`config.mk`:
```
export PLATFORM = sky130hd
export DESIGN_NAME = acw_adc_control
export DESIGN_NICKNAME = d
export VERILOG_FILES = /design/src/hw/acw_pkg.sv /design/src/hw/acw_adc_control.sv /design/src/hw/acw_pin_sync.sv
export SDC_FILE = /design/constraint.sdc
export NUM_CORES = 1
export LEC_CHECK = 0
export CAP_MARGIN = 20
export CORE_ASPECT_RATIO = 0.9
export CORE_MARGIN = 1.5
export CORE_UTILIZATION = 40
export CTS_CLUSTER_DIAMETER = 120
export DETAILED_ROUTE_END_ITERATION = 10
export DONT_BUFFER_PORTS = 1
export GPL_TIMING_DRIVEN = 0
export PLACE_DENSITY = 0.58
export SLEW_MARGIN = 20
export SYNTH_ARGS = -nofsm -noshare
export SYNTH_HDL_FRONTEND = slang
export SYNTH_HIERARCHICAL = 1
export SYNTH_SLANG_ARGS = --single-unit
```
`constraint.sdc`:
```
create_clock -name ref_clk -period 4 [get_ports ref_clk]
set_clock_uncertainty 0.15 [all_clocks]
set_input_delay 0.4 -clock ref_clk [delete_from_list [all_inputs] [get_ports ref_clk]]
set_output_delay 0.4 -clock ref_clk [all_outputs]
set_load 0.02 [all_outputs]
```
`src/hw/acw_pkg.sv`:
```
// shared constants and carrier types for the converter control block
package acw_pkg;

    ////////////////////////////////////////////////////////////////////////////
    // special-function register addresses
    localparam logic [7:0] ACW_ADDR_RESULT_LOW  = 8'hBD;
    localparam logic [7:0] ACW_ADDR_RESULT_HIGH = 8'hBE;
    localparam logic [7:0] ACW_ADDR_CONFIG      = 8'hBC;
    localparam logic [7:0] ACW_ADDR_CONTROL     = 8'hE8;
    localparam logic [7:0] ACW_ADDR_GT_LOW      = 8'hC3;
    localparam logic [7:0] ACW_ADDR_GT_HIGH     = 8'hC4;
    localparam logic [7:0] ACW_ADDR_LT_LOW      = 8'hC5;
    localparam logic [7:0] ACW_ADDR_LT_HIGH     = 8'hC6;

    ////////////////////////////////////////////////////////////////////////////
    // reset values
    localparam logic [7:0]  ACW_RST_CONFIG  = 8'hF8;
    localparam logic [7:0]  ACW_RST_CONTROL = 8'h00;
    localparam logic [7:0]  ACW_RST_RESULT  = 8'h00;
    localparam logic [15:0] ACW_RST_GT      = 16'hFFFF;
    localparam logic [15:0] ACW_RST_LT      = 16'h0000;

    ////////////////////////////////////////////////////////////////////////////
    // field positions
    localparam int ACW_CTL_ENABLE_BIT = 7;
    localparam int ACW_CTL_LPTRACK_BIT = 6;
    localparam int ACW_CTL_DONE_BIT   = 5;
    localparam int ACW_CTL_BUSY_BIT   = 4;
    localparam int ACW_CTL_WIN_BIT    = 3;
    localparam int ACW_CTL_SRC_LSB    = 0;
    localparam int ACW_CFG_DIV_LSB    = 3;
    localparam int ACW_CFG_LJUST_BIT  = 2;

    ////////////////////////////////////////////////////////////////////////////
    // start sources and negative input code for ground
    localparam logic [2:0] ACW_SRC_BUSY_WRITE = 3'h0;
    localparam logic [2:0] ACW_SRC_TIMER0     = 3'h1;
    localparam logic [2:0] ACW_SRC_TIMER2     = 3'h2;
    localparam logic [2:0] ACW_SRC_TIMER1     = 3'h3;
    localparam logic [2:0] ACW_SRC_EXT_PIN    = 3'h4;
    localparam logic [2:0] ACW_SRC_TIMER3     = 3'h5;
    localparam logic [4:0] ACW_NEG_INPUT_GND  = 5'h11;

    ////////////////////////////////////////////////////////////////////////////
    // timing in converter clocks, and clock rates in Hz
    localparam logic [3:0] ACW_TRACK_SAR_CLOCKS = 4'h3;
    localparam logic [3:0] ACW_CONV_SAR_CLOCKS  = 4'hA;
    localparam int         ACW_SYS_CLK_HZ       = 100_000_000;
    localparam int         ACW_SAR_CLK_MAX_HZ   = 3_000_000;

    ////////////////////////////////////////////////////////////////////////////
    // carriers
    typedef struct packed {
        logic       wr;
        logic       rd;
        logic [7:0] addr;
        logic [7:0] wdata;
    } acw_sfr_req_t;

    typedef struct packed {
        logic timer3;
        logic timer2;
        logic timer1;
        logic timer0;
    } acw_timer_ovf_t;

    typedef struct packed {
        logic power_on;
        logic track;
        logic convert;
        logic sar_tick;
    } acw_core_ctl_t;

    typedef enum logic [1:0] {
        ACW_IDLE,
        ACW_TRACK,
        ACW_CONVERT
    } acw_phase_t;

endpackage : acw_pkg

```
`src/hw/acw_adc_control.sv`:
```
// digital control of the successive-approximation converter with window detector
module acw_adc_control
    import acw_pkg::*;
#(
    parameter int DIV_WIDTH  = 5,
    parameter int DATA_WIDTH = 10
) (
    input  wire logic           ref_clk,
    input  wire logic           resetn,
    input  wire acw_sfr_req_t   sfr_req,
    output logic [7:0]          sfr_rdata,
    input  wire acw_timer_ovf_t timer_ovf,
    input  wire logic           external_start_pin,
    input  wire logic [4:0]     negative_input_select,
    input  wire logic [9:0]     core_result,
    output acw_core_ctl_t       core_ctl,
    output logic                conversion_done_flag,
    output logic                window_match_flag,
    output logic                conversion_busy
);

    if (DIV_WIDTH != 5 || DATA_WIDTH != 10) begin : g_param_check
        $error("acw_adc_control: divider must be 5 bits and data 10 bits");
    end

    typedef struct packed {
        logic                 enable;
        logic                 lp_track;
        logic                 done;
        logic                 win;
        logic [2:0]           src;
        logic [DIV_WIDTH-1:0] cfg_div;
        logic                 cfg_ljust;
        logic [7:0]           res_low;
        logic [7:0]           res_high;
        logic [15:0]          gt;
        logic [15:0]          lt;
        acw_phase_t           phase;
        logic [3:0]           cnt;
        logic [DIV_WIDTH-1:0] div_cnt;
        logic [7:0]           rdata;
        acw_core_ctl_t        core;
    } acw_state_t;

    acw_state_t st_reg;
    acw_state_t st_next;
    logic       ext_level;
    logic       ext_rise;
    logic       tick_now;
    logic       trig;
    logic       finish;
    logic       busy_write;
    logic       ctl_write;
    logic [15:0] word_new;

    ////////////////////////////////////////////////////////////////////////////
    // external start pin synchroniser

    acw_pin_sync u_pin_sync (
        .ref_clk   (ref_clk),
        .resetn    (resetn),
        .pin_in    (external_start_pin),
        .pin_level (ext_level),
        .pin_rise  (ext_rise)
    );

    ////////////////////////////////////////////////////////////////////////////
    // helpers

    function automatic logic [15:0] acw_format(input logic [9:0] d, input logic lj);
        if (lj) begin
            return {d, 6'h00};
        end
        return {{6{d[9]}}, d};
    endfunction : acw_format

    function automatic logic acw_less(input logic [15:0] a, input logic [15:0] b, input logic sgn);
        if (sgn) begin
            return $signed(a) < $signed(b);
        end
        return a < b;
    endfunction : acw_less

    function automatic logic acw_window_hit(input logic [15:0] w, input logic [15:0] gt,
                                            input logic [15:0] lt, input logic sgn);
        logic above_gt;
        logic below_lt;
        above_gt = acw_less(gt, w, sgn);
        below_lt = acw_less(w, lt, sgn);
        if (acw_less(gt, lt, sgn)) begin
            return above_gt && below_lt;
        end
        return below_lt || above_gt;
    endfunction : acw_window_hit

    function automatic logic acw_start_hit(input logic [2:0] src, input logic bw,
                                           input acw_timer_ovf_t ovf, input logic rise);
        logic hit;
        hit = 1'b0;
        case (src)
            ACW_SRC_BUSY_WRITE: hit = bw;
            ACW_SRC_TIMER0:     hit = ovf.timer0;
            ACW_SRC_TIMER2:     hit = ovf.timer2;
            ACW_SRC_TIMER1:     hit = ovf.timer1;
            ACW_SRC_EXT_PIN:    hit = rise;
            ACW_SRC_TIMER3:     hit = ovf.timer3;
            default:            hit = 1'b0;
        endcase
        return hit;
    endfunction : acw_start_hit

    ////////////////////////////////////////////////////////////////////////////
    // next-state logic

    always_comb begin
        st_next    = st_reg;
        ctl_write  = sfr_req.wr && sfr_req.addr == ACW_ADDR_CONTROL;
        busy_write = ctl_write && sfr_req.wdata[ACW_CTL_BUSY_BIT];
        trig       = acw_start_hit(st_reg.src, busy_write, timer_ovf, ext_rise);
        finish     = 1'b0;
        word_new   = acw_format(core_result, st_reg.cfg_ljust);

        // converter clock divider runs only while enabled
        tick_now = st_reg.enable && st_reg.div_cnt == st_reg.cfg_div;
        if (!st_reg.enable || tick_now) begin
            st_next.div_cnt = '0;
        end else begin
            st_next.div_cnt = st_reg.div_cnt + 1'b1;
        end

        // register writes
        if (sfr_req.wr) begin
            unique case (sfr_req.addr)
                ACW_ADDR_CONTROL: begin
                    st_next.enable   = sfr_req.wdata[ACW_CTL_ENABLE_BIT];
                    st_next.lp_track = sfr_req.wdata[ACW_CTL_LPTRACK_BIT];
                    st_next.done     = sfr_req.wdata[ACW_CTL_DONE_BIT];
                    st_next.win      = sfr_req.wdata[ACW_CTL_WIN_BIT];
                    st_next.src      = sfr_req.wdata[ACW_CTL_SRC_LSB +: 3];
                end
                ACW_ADDR_CONFIG: begin
                    st_next.cfg_div   = sfr_req.wdata[ACW_CFG_DIV_LSB +: DIV_WIDTH];
                    st_next.cfg_ljust = sfr_req.wdata[ACW_CFG_LJUST_BIT];
                end
                ACW_ADDR_RESULT_LOW:  st_next.res_low     = sfr_req.wdata;
                ACW_ADDR_RESULT_HIGH: st_next.res_high    = sfr_req.wdata;
                ACW_ADDR_GT_LOW:      st_next.gt[7:0]     = sfr_req.wdata;
                ACW_ADDR_GT_HIGH:     st_next.gt[15:8]    = sfr_req.wdata;
                ACW_ADDR_LT_LOW:      st_next.lt[7:0]     = sfr_req.wdata;
                ACW_ADDR_LT_HIGH:     st_next.lt[15:8]    = sfr_req.wdata;
                default: ;
            endcase
        end

        // conversion sequence
        if (!st_reg.enable) begin
            st_next.phase = ACW_IDLE;
            st_next.cnt   = '0;
        end else begin
            unique case (st_reg.phase)
                ACW_IDLE: begin
                    st_next.cnt = '0;
                    if (trig) begin
                        if (st_reg.lp_track && st_reg.src != ACW_SRC_EXT_PIN) begin
                            st_next.phase = ACW_TRACK;
                        end else begin
                            st_next.phase = ACW_CONVERT;
                        end
                    end
                end
                ACW_TRACK: begin
                    if (tick_now) begin
                        if (st_reg.cnt == ACW_TRACK_SAR_CLOCKS - 4'h1) begin
                            st_next.phase = ACW_CONVERT;
                            st_next.cnt   = '0;
                        end else begin
                            st_next.cnt = st_reg.cnt + 4'h1;
                        end
                    end
                end
                ACW_CONVERT: begin
                    if (tick_now) begin
                        if (st_reg.cnt == ACW_CONV_SAR_CLOCKS - 4'h1) begin
                            st_next.phase = ACW_IDLE;
                            st_next.cnt   = '0;
                            finish        = 1'b1;
                        end else begin
                            st_next.cnt = st_reg.cnt + 4'h1;
                        end
                    end
                end
            endcase
        end

        // results and sticky flags; a hardware set wins over a clear
        if (finish) begin
            st_next.res_high = word_new[15:8];
            st_next.res_low  = word_new[7:0];
            st_next.done     = 1'b1;
            if (acw_window_hit(word_new, st_reg.gt, st_reg.lt,
                               negative_input_select != ACW_NEG_INPUT_GND)) begin
                st_next.win = 1'b1;
            end
        end

        // register reads
        if (sfr_req.rd) begin
            unique case (sfr_req.addr)
                ACW_ADDR_CONTROL: st_next.rdata = {st_reg.enable, st_reg.lp_track, st_reg.done,
                                                   st_reg.phase != ACW_IDLE, st_reg.win, st_reg.src};
                ACW_ADDR_CONFIG:      st_next.rdata = {st_reg.cfg_div, st_reg.cfg_ljust, 2'b00};
                ACW_ADDR_RESULT_LOW:  st_next.rdata = st_reg.res_low;
                ACW_ADDR_RESULT_HIGH: st_next.rdata = st_reg.res_high;
                ACW_ADDR_GT_LOW:      st_next.rdata = st_reg.gt[7:0];
                ACW_ADDR_GT_HIGH:     st_next.rdata = st_reg.gt[15:8];
                ACW_ADDR_LT_LOW:      st_next.rdata = st_reg.lt[7:0];
                ACW_ADDR_LT_HIGH:     st_next.rdata = st_reg.lt[15:8];
                default:              st_next.rdata = 8'h00;
            endcase
        end

        // analog core controls follow the next state; sar_tick carries this cycle's divider tick
        st_next.core.power_on = st_next.enable;
        st_next.core.convert  = st_next.enable && st_next.phase == ACW_CONVERT;
        st_next.core.sar_tick = tick_now;
        st_next.core.track    = st_next.enable &&
                                ((!st_next.lp_track && st_next.phase == ACW_IDLE) ||
                                 st_next.phase == ACW_TRACK ||
                                 (st_next.lp_track && st_next.src == ACW_SRC_EXT_PIN &&
                                  st_next.phase == ACW_IDLE && !ext_level));
    end

    always_ff @(posedge ref_clk or negedge resetn) begin
        if (!resetn) begin
            st_reg           <= '0;
            st_reg.phase     <= ACW_IDLE;
            st_reg.cfg_div   <= ACW_RST_CONFIG[ACW_CFG_DIV_LSB +: DIV_WIDTH];
            st_reg.cfg_ljust <= ACW_RST_CONFIG[ACW_CFG_LJUST_BIT];
            st_reg.res_low   <= ACW_RST_RESULT;
            st_reg.res_high  <= ACW_RST_RESULT;
            st_reg.gt        <= ACW_RST_GT;
            st_reg.lt        <= ACW_RST_LT;
        end else begin
            st_reg <= st_next;
        end
    end

    assign sfr_rdata            = st_reg.rdata;
    assign core_ctl             = st_reg.core;
    assign conversion_done_flag = st_reg.done;
    assign window_match_flag    = st_reg.win;
    assign conversion_busy      = st_reg.phase != ACW_IDLE;

    ////////////////////////////////////////////////////////////////////////////
    // checks

    logic [3:0] a_ticks;
    always_ff @(posedge ref_clk or negedge resetn) begin
        if (!resetn) begin
            a_ticks <= 4'h0;
        end else if (st_reg.phase != st_next.phase) begin
            a_ticks <= 4'h0;
        end else if (tick_now) begin
            a_ticks <= a_ticks + 4'h1;
        end
    end

    a_track_three: assert property (@(posedge ref_clk) disable iff (!resetn)
        (st_reg.phase == ACW_TRACK && st_next.phase == ACW_CONVERT) |-> a_ticks == 4'h2 && tick_now)
        else $error("tracking period is not three converter clocks");

    a_convert_ten: assert property (@(posedge ref_clk) disable iff (!resetn)
        (st_reg.phase == ACW_CONVERT && st_next.phase == ACW_IDLE && st_reg.enable)
        |-> a_ticks == 4'h9 && tick_now)
        else $error("conversion is not ten converter clocks");

    a_done_on_fall: assert property (@(posedge ref_clk) disable iff (!resetn)
        ($fell(conversion_busy) && $past(st_reg.enable)) |-> conversion_done_flag)
        else $error("done flag not set when busy fell");

    a_busy_start: assert property (@(posedge ref_clk) disable iff (!resetn)
        (busy_write && st_reg.src == ACW_SRC_BUSY_WRITE && st_reg.enable && !conversion_busy)
        |=> conversion_busy)
        else $error("busy write did not start a conversion");

    a_right_just: assert property (@(posedge ref_clk) disable iff (!resetn)
        (finish && !st_reg.cfg_ljust && !sfr_req.wr)
        |=> {st_reg.res_high[1:0], st_reg.res_low} == $past(core_result) &&
            st_reg.res_high[7:2] == {6{st_reg.res_high[1]}})
        else $error("right-justified result misplaced");

    a_left_just: assert property (@(posedge ref_clk) disable iff (!resetn)
        (finish && st_reg.cfg_ljust && !sfr_req.wr)
        |=> {st_reg.res_high, st_reg.res_low[7:6]} == $past(core_result) && st_reg.res_low[5:0] == 6'h00)
        else $error("left-justified result misplaced");

    a_config_low_zero: assert property (@(posedge ref_clk) disable iff (!resetn)
        (sfr_req.rd && sfr_req.addr == ACW_ADDR_CONFIG) |=> sfr_rdata[1:0] == 2'b00)
        else $error("unused config bits read non-zero");

    a_win_sticky: assert property (@(posedge ref_clk) disable iff (!resetn)
        (window_match_flag && !ctl_write) |=> window_match_flag)
        else $error("window flag dropped without a clear");

    a_off_idle: assert property (@(posedge ref_clk) disable iff (!resetn)
        !st_reg.enable |=> !conversion_busy && !core_ctl.convert)
        else $error("disabled converter still active");

    a_normal_track: assert property (@(posedge ref_clk) disable iff (!resetn)
        (st_reg.enable && !st_reg.lp_track && st_reg.phase == ACW_IDLE) |-> core_ctl.track && !core_ctl.convert)
        else $error("normal mode not tracking while idle");

    a_pin_track: assert property (@(posedge ref_clk) disable iff (!resetn)
        (st_reg.enable && st_reg.lp_track && st_reg.src == ACW_SRC_EXT_PIN &&
         st_reg.phase == ACW_IDLE) |-> core_ctl.track == !$past(ext_level))
        else $error("pin mode tracking does not follow the pin");

endmodule : acw_adc_control

```
`src/hw/acw_pin_sync.sv`:
```
// three-stage synchroniser with agreement filter and rising-edge pulse
module acw_pin_sync
    import acw_pkg::*;
(
    input  wire logic ref_clk,
    input  wire logic resetn,
    input  wire logic pin_in,
    output logic      pin_level,
    output logic      pin_rise
);

    typedef struct packed {
        logic s1;
        logic s2;
        logic s3;
        logic level;
        logic rise;
    } acw_sync_state_t;

    acw_sync_state_t st_reg;
    acw_sync_state_t st_next;

    always_comb begin
        st_next       = st_reg;
        st_next.s1    = pin_in;
        st_next.s2    = st_reg.s1;
        st_next.s3    = st_reg.s2;
        st_next.rise  = 1'b0;
        // a change counts only once stages two and three agree
        if (st_reg.s2 == st_reg.s3) begin
            st_next.level = st_reg.s2;
            st_next.rise  = st_reg.s2 & ~st_reg.level;
        end
    end

    // idle level is high so that reset release makes no false edge
    always_ff @(posedge ref_clk or negedge resetn) begin
        if (!resetn) begin
            st_reg <= '{s1: 1'b1, s2: 1'b1, s3: 1'b1, level: 1'b1, rise: 1'b0};
        end else begin
            st_reg <= st_next;
        end
    end

    assign pin_level = st_reg.level;
    assign pin_rise  = st_reg.rise;

endmodule : acw_pin_sync

```
### After elaboration in Yosys (flattened, before gate mapping)

Cells that the tools add are included.

* output and inout port bits: 15
* word-level logic and storage cells: 145
* input port bits: 40
* flip-flop bits (word level): 88

* equal/unequal tests: 26
* magnitude comparators: 6
* mux-type cells: 49
* bitwise logic cells: 2
* reductions and logical operators: 35
* $add $sub $neg: 2

Operators by type and width (count)
* < comparator 16 bit: 6
* == test 8 bit (second input constant): 8
* case mux 8 bit (8 select lines): 1
* 2-to-1 mux 61 bit: 1
* 2-to-1 mux 16 bit: 3
* 2-to-1 mux 8 bit: 6
* 2-to-1 mux 6 bit: 4
* 2-to-1 mux 1 bit: 23
* case mux 6 bit (3 select lines): 1
* AND reduction 2 bit: 9
* logical AND 1 bit: 11
* 2-to-1 mux 2 bit: 5
* nonzero test 2 bit: 5
* == test 3 bit (second input constant): 3
* inequality test 3 bit (second input constant): 3
* 2-to-1 mux 4 bit: 2
* 2-to-1 mux 7 bit: 1
* == test 3 x 2 -> 1 bit (second input constant): 2
* case mux 1 bit (6 select lines): 1
* adder 5 x 1 -> 5 bit (second input constant): 1
* == test 5 bit: 1
* 2-to-1 mux 5 bit: 1
* inequality test 5 bit (second input constant): 1
* adder 4 x 1 -> 4 bit (second input constant): 1
* other kinds (12): 20

### Depth between registers and ports, before layout

Gate-level depths: netlist of the first run.

* depth in word-level cells: 14
* gate-level depth with buffers: 12
* gate-level depth less buffers: 12

### Hierarchy

Netlist of the first run, hierarchy kept.

By module, submodules not included
* acw_adc_control: seq. area each 2103.3 sq um, area an instance 5557.8 sq um, cells each 568, times used 1
* acw_pin_sync: seq. area each 130.1 sq um, area an instance 151.4 sq um, cells each 7, times used 1

### Worst setup path after synthesis of the first run

Ideal clock, no wire load.

* path type: register to register
* start: reg st_reg[71] (netlist bit)
* end: reg st_reg, in the netlist window_match_flag
* path buffers: 2
* library setup time: 0.096 ns
* cell stages (with the launch flop): 13
* arrival time: 2.433 ns
* path slack: 1.321 ns
* data required time: 3.754 ns
* clock period less this slack: 2.679 ns
* path through: dfrtp_1 clkbuf_1 clkbuf_1 a21oi_1 inv_1 ha_1 and2_1 a221oi_1 o21ai_0 nor3_1 a211oi_1 and2_1 o31ai_1

RTL lines
* from (decl): RTL line acw_adc_control.sv:45 `acw_state_t st_reg;`
* from (signal assigned): RTL line acw_adc_control.sv:244 `st_reg <= st_next;`

==> impl_metrics.tcl, run 1 <==
set metrics [dict create \
    status "complete, no violations" \
    fmax_ghz 0.296 \
    cp_num_buf_inv 3 \
    period_needed_ns 3.37 \
    critPathLaunch "st_reg[71]" \
    grt_overflow 0 \
    ys_seq_elements 88 \
    start_kind "register" \
    yosys.area.top_type "dfrtp_1" \
    cts_tree "built" \
    power.total_w 0.00216 \
    critPathKind "register to register" \
    cp.arrival_ns 3.46 \
    drt-total-wl_um 15900 \
    synthArstFlopShare 1.00 \
    synth-edff-count 0 \
    cts_resized 0 \
    synth_fa_ha_area_frac 0.116 \
    synth-simple-area-share 0.126 \
    period_share 0.843 \
    worstPathMaxFanout 10 \
    ys.flop_type "dfrtp_1" \
    tightest_slew_ns 0.948 \
    viasPerCell 5.58 \
    die_w_um 129 \
    hold_viol 0 \
    dp_hpwl_um 11900 \
    portBuffers 0 \
    htree_levels 3 \
    r2r_setup_slack_ns 0.63 \
    clkSinkCount 88 \
    r2r_start "st_reg[71]" \
    via_count 4393 \
    clk_pin_slew_worst_paths_ns 0.07 \
    antenna_cells 0 \
    clk_latency_ns 0.35 \
    setup_viol 0 \
    final_nets 681 \
    fp.coreArea_um2 14000 \
    drc_errors 0 \
    cts_hold_buf 3 \
    worst_ep_required_time_ns 4.08 \
    synth_area_leaders "dfrtp_1 (28%), dfstp_2 (12%), ha_1 (11%)" \
    drive_gt1_frac 0.195 \
    slowest_delay_ns 0.42 \
    cts_root_buffer "clkbuf_16" \
    synth_warnings 6 \
    post-cts-setup-buffer-count 0 \
    p_leak_nw 2.86 \
    synthCells 575 \
    wire_per_inst_um 20.2 \
    grt_max_degree 89 \
    r2r_cells 12 \
    start_util 0.408 \
    grt_usage 0.223 \
    largest_reg_flops 69 \
    fp.dieArea_um2 15000 \
    place_congestion 0.834 \
    rsz0062_at_grt "no" \
    ys_types 60 \
    grt_pass1_wl_um 24500 \
    synth_compound_gate_area_share 0.144 \
    clockBufferDepth 2 \
    synth_xor_area_frac 0.0153 \
    firstDrtPassIters 5 \
    slew_viol_final 0 \
    ir_worst_vdd_v 0.000203 \
    relSlewSlack 0.362 \
    ant_nets 0 \
    cts_buffers 9 \
    grt_pass1_vias 4357 \
    antenna_found_initial 0 \
    synthMuxAreaShare 0.146 \
    syn_area_um2 5710 \
    drv_cap 0 \
    syn_avg_cell_area_um2 9.93 \
    seq_area_frac_synth 0.391 \
    rows 41 \
    synth.top_cell.area_share 0.276 \
    drt_iter0_markers 376 \
    min_path_type "input pin to register" \
    setup_tns_ns 0 \
    crit_slowest_cell "clkbuf_1" \
    synth_top_family_by_area "multiplexers" \
    end_kind "register" \
    synth_nets 667 \
    boundaryPins 55 \
    cpLargestDelayFamily "compound AO/OA/AOI/OAI gates" \
    power_density_nw_per_um2 342 \
    critPathCapture "window_match_flag" \
    cp.depth 12 \
    area_delta_synth_final_pct 10.5 \
    r2r_end "window_match_flag" \
    crit_chain "clkbuf_1, clkbuf_1, a21oi_1, inv_1, ha_1, and2_1, a221oi_1, o21ai_0, nor3_1, a211oi_1, and2_1, o31ai_1" \
    die_y_um 116 \
]
==> synth_stat cells, drive strengths merged (7+ instances only) <==
cell type,number
a221oi,7
inv,51
clkbuf,8
nand2,27
dfstp,25
o22ai,16
o21ai,26
ha,52
buf,20
dfrtp,63
nand3,15
nand2b,9
nand4,7
mux2,47
mux2i,30
a21oi,40
a211oi,8
nor2,49
==> area by class of cell <==
class,count,area [µm²]
fill,1327,7690
multi-input combinational,408,3130
sequential,88,2230
tap,193,241
clock buffer,10,239
inverter,51,191
buffer,28,161
clock inverter,6,66.3
timing repair buffer,3,47.5
==> where the power goes <==
| group | switching, W | internal (W) |
|---|---|---|
| clock network | 0.000375 | 0.000504 |
| registers | 0.0000413 | 0.000941 |
| logic | 0.000170 | 0.000130 |
==> layer usage <==
| layer | share of wire | vias up | track usage |
|---|---|---|---|
| li1 | - | 2094 | - |
| met1 | 0.45 | 2129 | 0.291 |
| met2 | 0.45 | 137 | 0.344 |
| met3 | 0.070 | 33 | 0.0646 |
| met4 | 0.033 | 0 | 0.0996 |
| met5 | 0 | - | 0 |
==> stage by stage <==
stage	hold slack (ns)	std cells	cell area, µm²	setup slack [ns]	utilization
2_1_floorplan	-0.0456	575	5710	1.32	-
3_3_place_gp	-0.0412	768	5950	0.754	0.425
3_5_place_dp	-0.0414	768	5950	0.695	0.425
4_1_cts	0.0347	787	6300	0.678	0.450
5_1_grt	0.0355	787	6310	0.390	0.451
6_report	0.0419	787	6310	0.627	0.451
==> worst reg2reg max path: cells and delay by family, from the launching register on <==
kind	cells	cell delay, ns
compound gates	5	1.13
buf+inv	3	0.86
simple gates	3	0.55
flops	1	0.32
fa+ha+maj	1	0.24
==> how the worst min path moves through the flow <==
| stage | startpoint | end | slack [ns] | depth (start not counted) |
|---|---|---|---|---|
| final | sfr_req[2] | st_reg[71] | 0.04 | 1 |
| after global routing | sfr_req[3] | st_reg[26] | 0.04 | 1 |
| after CTS | sfr_req[2] | st_reg[71] | 0.03 | 1 |
| after detailed placement | resetn | sfr_rdata[6] | -0.04 | 0 |
| after global placement | resetn | u_pin_sync/pin_rise | -0.04 | 0 |
| after floorplan | resetn | conversion_done_flag | -0.05 | 0 |
==> kinds of logic after synthesis <==
family	Yosys count
muxes	77
xor gates and xnor gates	10
and+or+nand+nor	138
adders and majority gates	53
buffers and inverters	79
AOI/OAI and AO/OA	130
DFF	88
==> cells in the final DEF, fill, tap and decap left out, types with 25 or more instances in the layout <==
cell type and count:
a21oi_1 40, dfrtp_1 63, dfstp_2 25, ha_1 52, inv_1 51, mux2_2 46, mux2i_1 30, nand2_1 27
nor2_1 49, o21ai_0 25
No activity file was read; power rests on OpenSTA's default activity.
==> run 2, diff against run 1 <==
clock period = 3.35 ns   (was 4 ns; I/O delays follow)
==> impl_metrics.tcl, run 2 (same netlist as run 1, synthesis figures left out) <==
set metrics [dict create \
    status "complete, no violations" \
    grt_pass1_wl_um 25100 \
    fin_util 0.459 \
    die_y_um 116 \
    ir_worst_vdd_v 0.000241 \
    power_density_nw_per_um2 405 \
    largest_reg_flops 69 \
    fp.coreArea_um2 14000 \
    worst_ep_required_time_ns 3.43 \
    place_congestion 0.834 \
    ant_nets 0 \
    grt_usage 0.228 \
    antenna_cells 0 \
    rows 41 \
    grt_overflow 0 \
    clkSinkCount 88 \
    cp.arrival_ns 3.24 \
    clk_pin_slew_worst_paths_ns 0.07 \
    drc_errors 0 \
    fmax_ghz 0.317 \
    period_share 0.942 \
    start_util 0.408 \
    firstDrtPassIters 5 \
    final_nets 690 \
    instances_no_fill 796 \
    drive_gt1_frac 0.204 \
    cts_buffers 9 \
    crit_chain "clkbuf_2, a21oi_2, inv_1, ha_1, and2_1, a221oi_1, o21ai_0, nor3_1, a211oi_1, and2_1, o31ai_1" \
    dp.cells 768 \
    cpMostUsedCell "and2_1" \
    drt-total-wl_um 16400 \
    hold_viol 0 \
    cts_root_buffer "clkbuf_16" \
    min_path_type "input pin to register" \
    start_kind "register" \
    grt_pass1_vias 4404 \
    boundaryPins 55 \
    slew_viol_final 0 \
    worstPathMaxFanout 10 \
    rsz0062_at_grt "no" \
    setup_tns_ns 0 \
    die_w_um 129 \
    fp.dieArea_um2 15000 \
    period_needed_ns 3.15 \
    relSlewSlack 0.361 \
    critPathKind "register to register" \
    clk_latency_ns 0.35 \
    end_kind "register" \
    p_leak_nw 2.90 \
    layout_commonest_cell "dfrtp_1" \
    wire_per_inst_um 20.6 \
    crit_slowest_cell "dfrtp_1" \
    portBuffers 0 \
    nFillCells 1321 \
    via_count 4495 \
    power.total_w 0.00261 \
    drv_cap 0 \
    clockBufferDepth 2 \
    cts_tree "built" \
    viasPerCell 5.65 \
    dp_hpwl_um 11900 \
    setup_viol 0 \
    final_cell_mix "dfrtp_1 (63), ha_1 (52), inv_1 (51)" \
    htree_levels 3 \
    tightest_slew_ns 0.958 \
    area_delta_synth_final_pct 12.6 \
    grt_max_degree 89 \
    antenna_found_initial 0 \
    drt_iter0_markers 375 \
    slowest_delay_ns 0.50 \
]
run 2: layer usage:
metal	vias up	wire length, µm	global-route usage
li1	2114	-	-
met1	2187	7440	0.299
met2	161	7290	0.353
met3	33	1180	0.0692
met4	0	505	0.0966
met5	-	0	0
run 2: report_power, final:
group,switching (W),internal (W)
Clock,0.000452,0.000602
Sequential,0.0000513,0.00112
Combinational,0.000214,0.000164
Total,0.000717,0.00189
run 2: metrics by stage:
| step | area [µm²] | setup slack [ns] | hold WS, ns |
|---|---|---|---|
| floorplan | 5710 | 0.671 | -0.111 |
| global placement | 5950 | 0.104 | -0.106 |
| detailed placement | 5950 | 0.0453 | -0.106 |
| CTS | 6400 | 0.0281 | 0.00455 |
| global route | 6430 | 0.0204 | 0.00699 |
| finish | 6430 | 0.195 | 0.0121 |
run 2: worst paths after layout:
| check | start | end | slack [ns] | cells after the start |
|---|---|---|---|---|
| max | st_reg[71] | window_match_flag | 0.20 | 11 |
| min | sfr_req[6] | st_reg[82] | 0.01 | 1 |
| max reg2reg | st_reg[71] | window_match_flag | 0.20 | 11 |
| min reg2reg | u_pin_sync/st_next[3] | u_pin_sync/st_next[2] | 0.22 | 0 |
| max in group asynchronous | resetn | st_reg[72] | 2.27 | 2 |
| min in group asynchronous | resetn | sfr_rdata[6] | 0.42 | 2 |
run 2: layout make-up:
| cell class | count | area (µm²) | area share |
|---|---|---|---|
| multi-input cells | 408 | 3150 | 0.490 |
| flip-flops and latches | 88 | 2230 | 0.347 |
| well taps | 193 | 241 | 0.0376 |
| clock buffers | 10 | 239 | 0.0372 |
| inverters | 51 | 191 | 0.0298 |
| plain buffers | 27 | 159 | 0.0247 |
| repair buffers | 13 | 148 | 0.0230 |
| clock inverters | 6 | 66.3 | 0.0103 |
run 2: what timing repair did:
action / 4_1_cts / 5_1_grt
hold buffers: 13 / 0
resized for setup: 0 / 8
endpoints found under the hold margin: 128 / 0
endpoints found under the setup margin: 0 / 1
buffers inserted: 0 / 0
run 2: critical path: cells and delay by family, from the launching register on:
family	cells	cell delay, ns
fa+ha+maj	1	0.29
simple gates	3	0.55
buf+inv	2	0.37
compound gates	5	1.17
flops	1	0.50
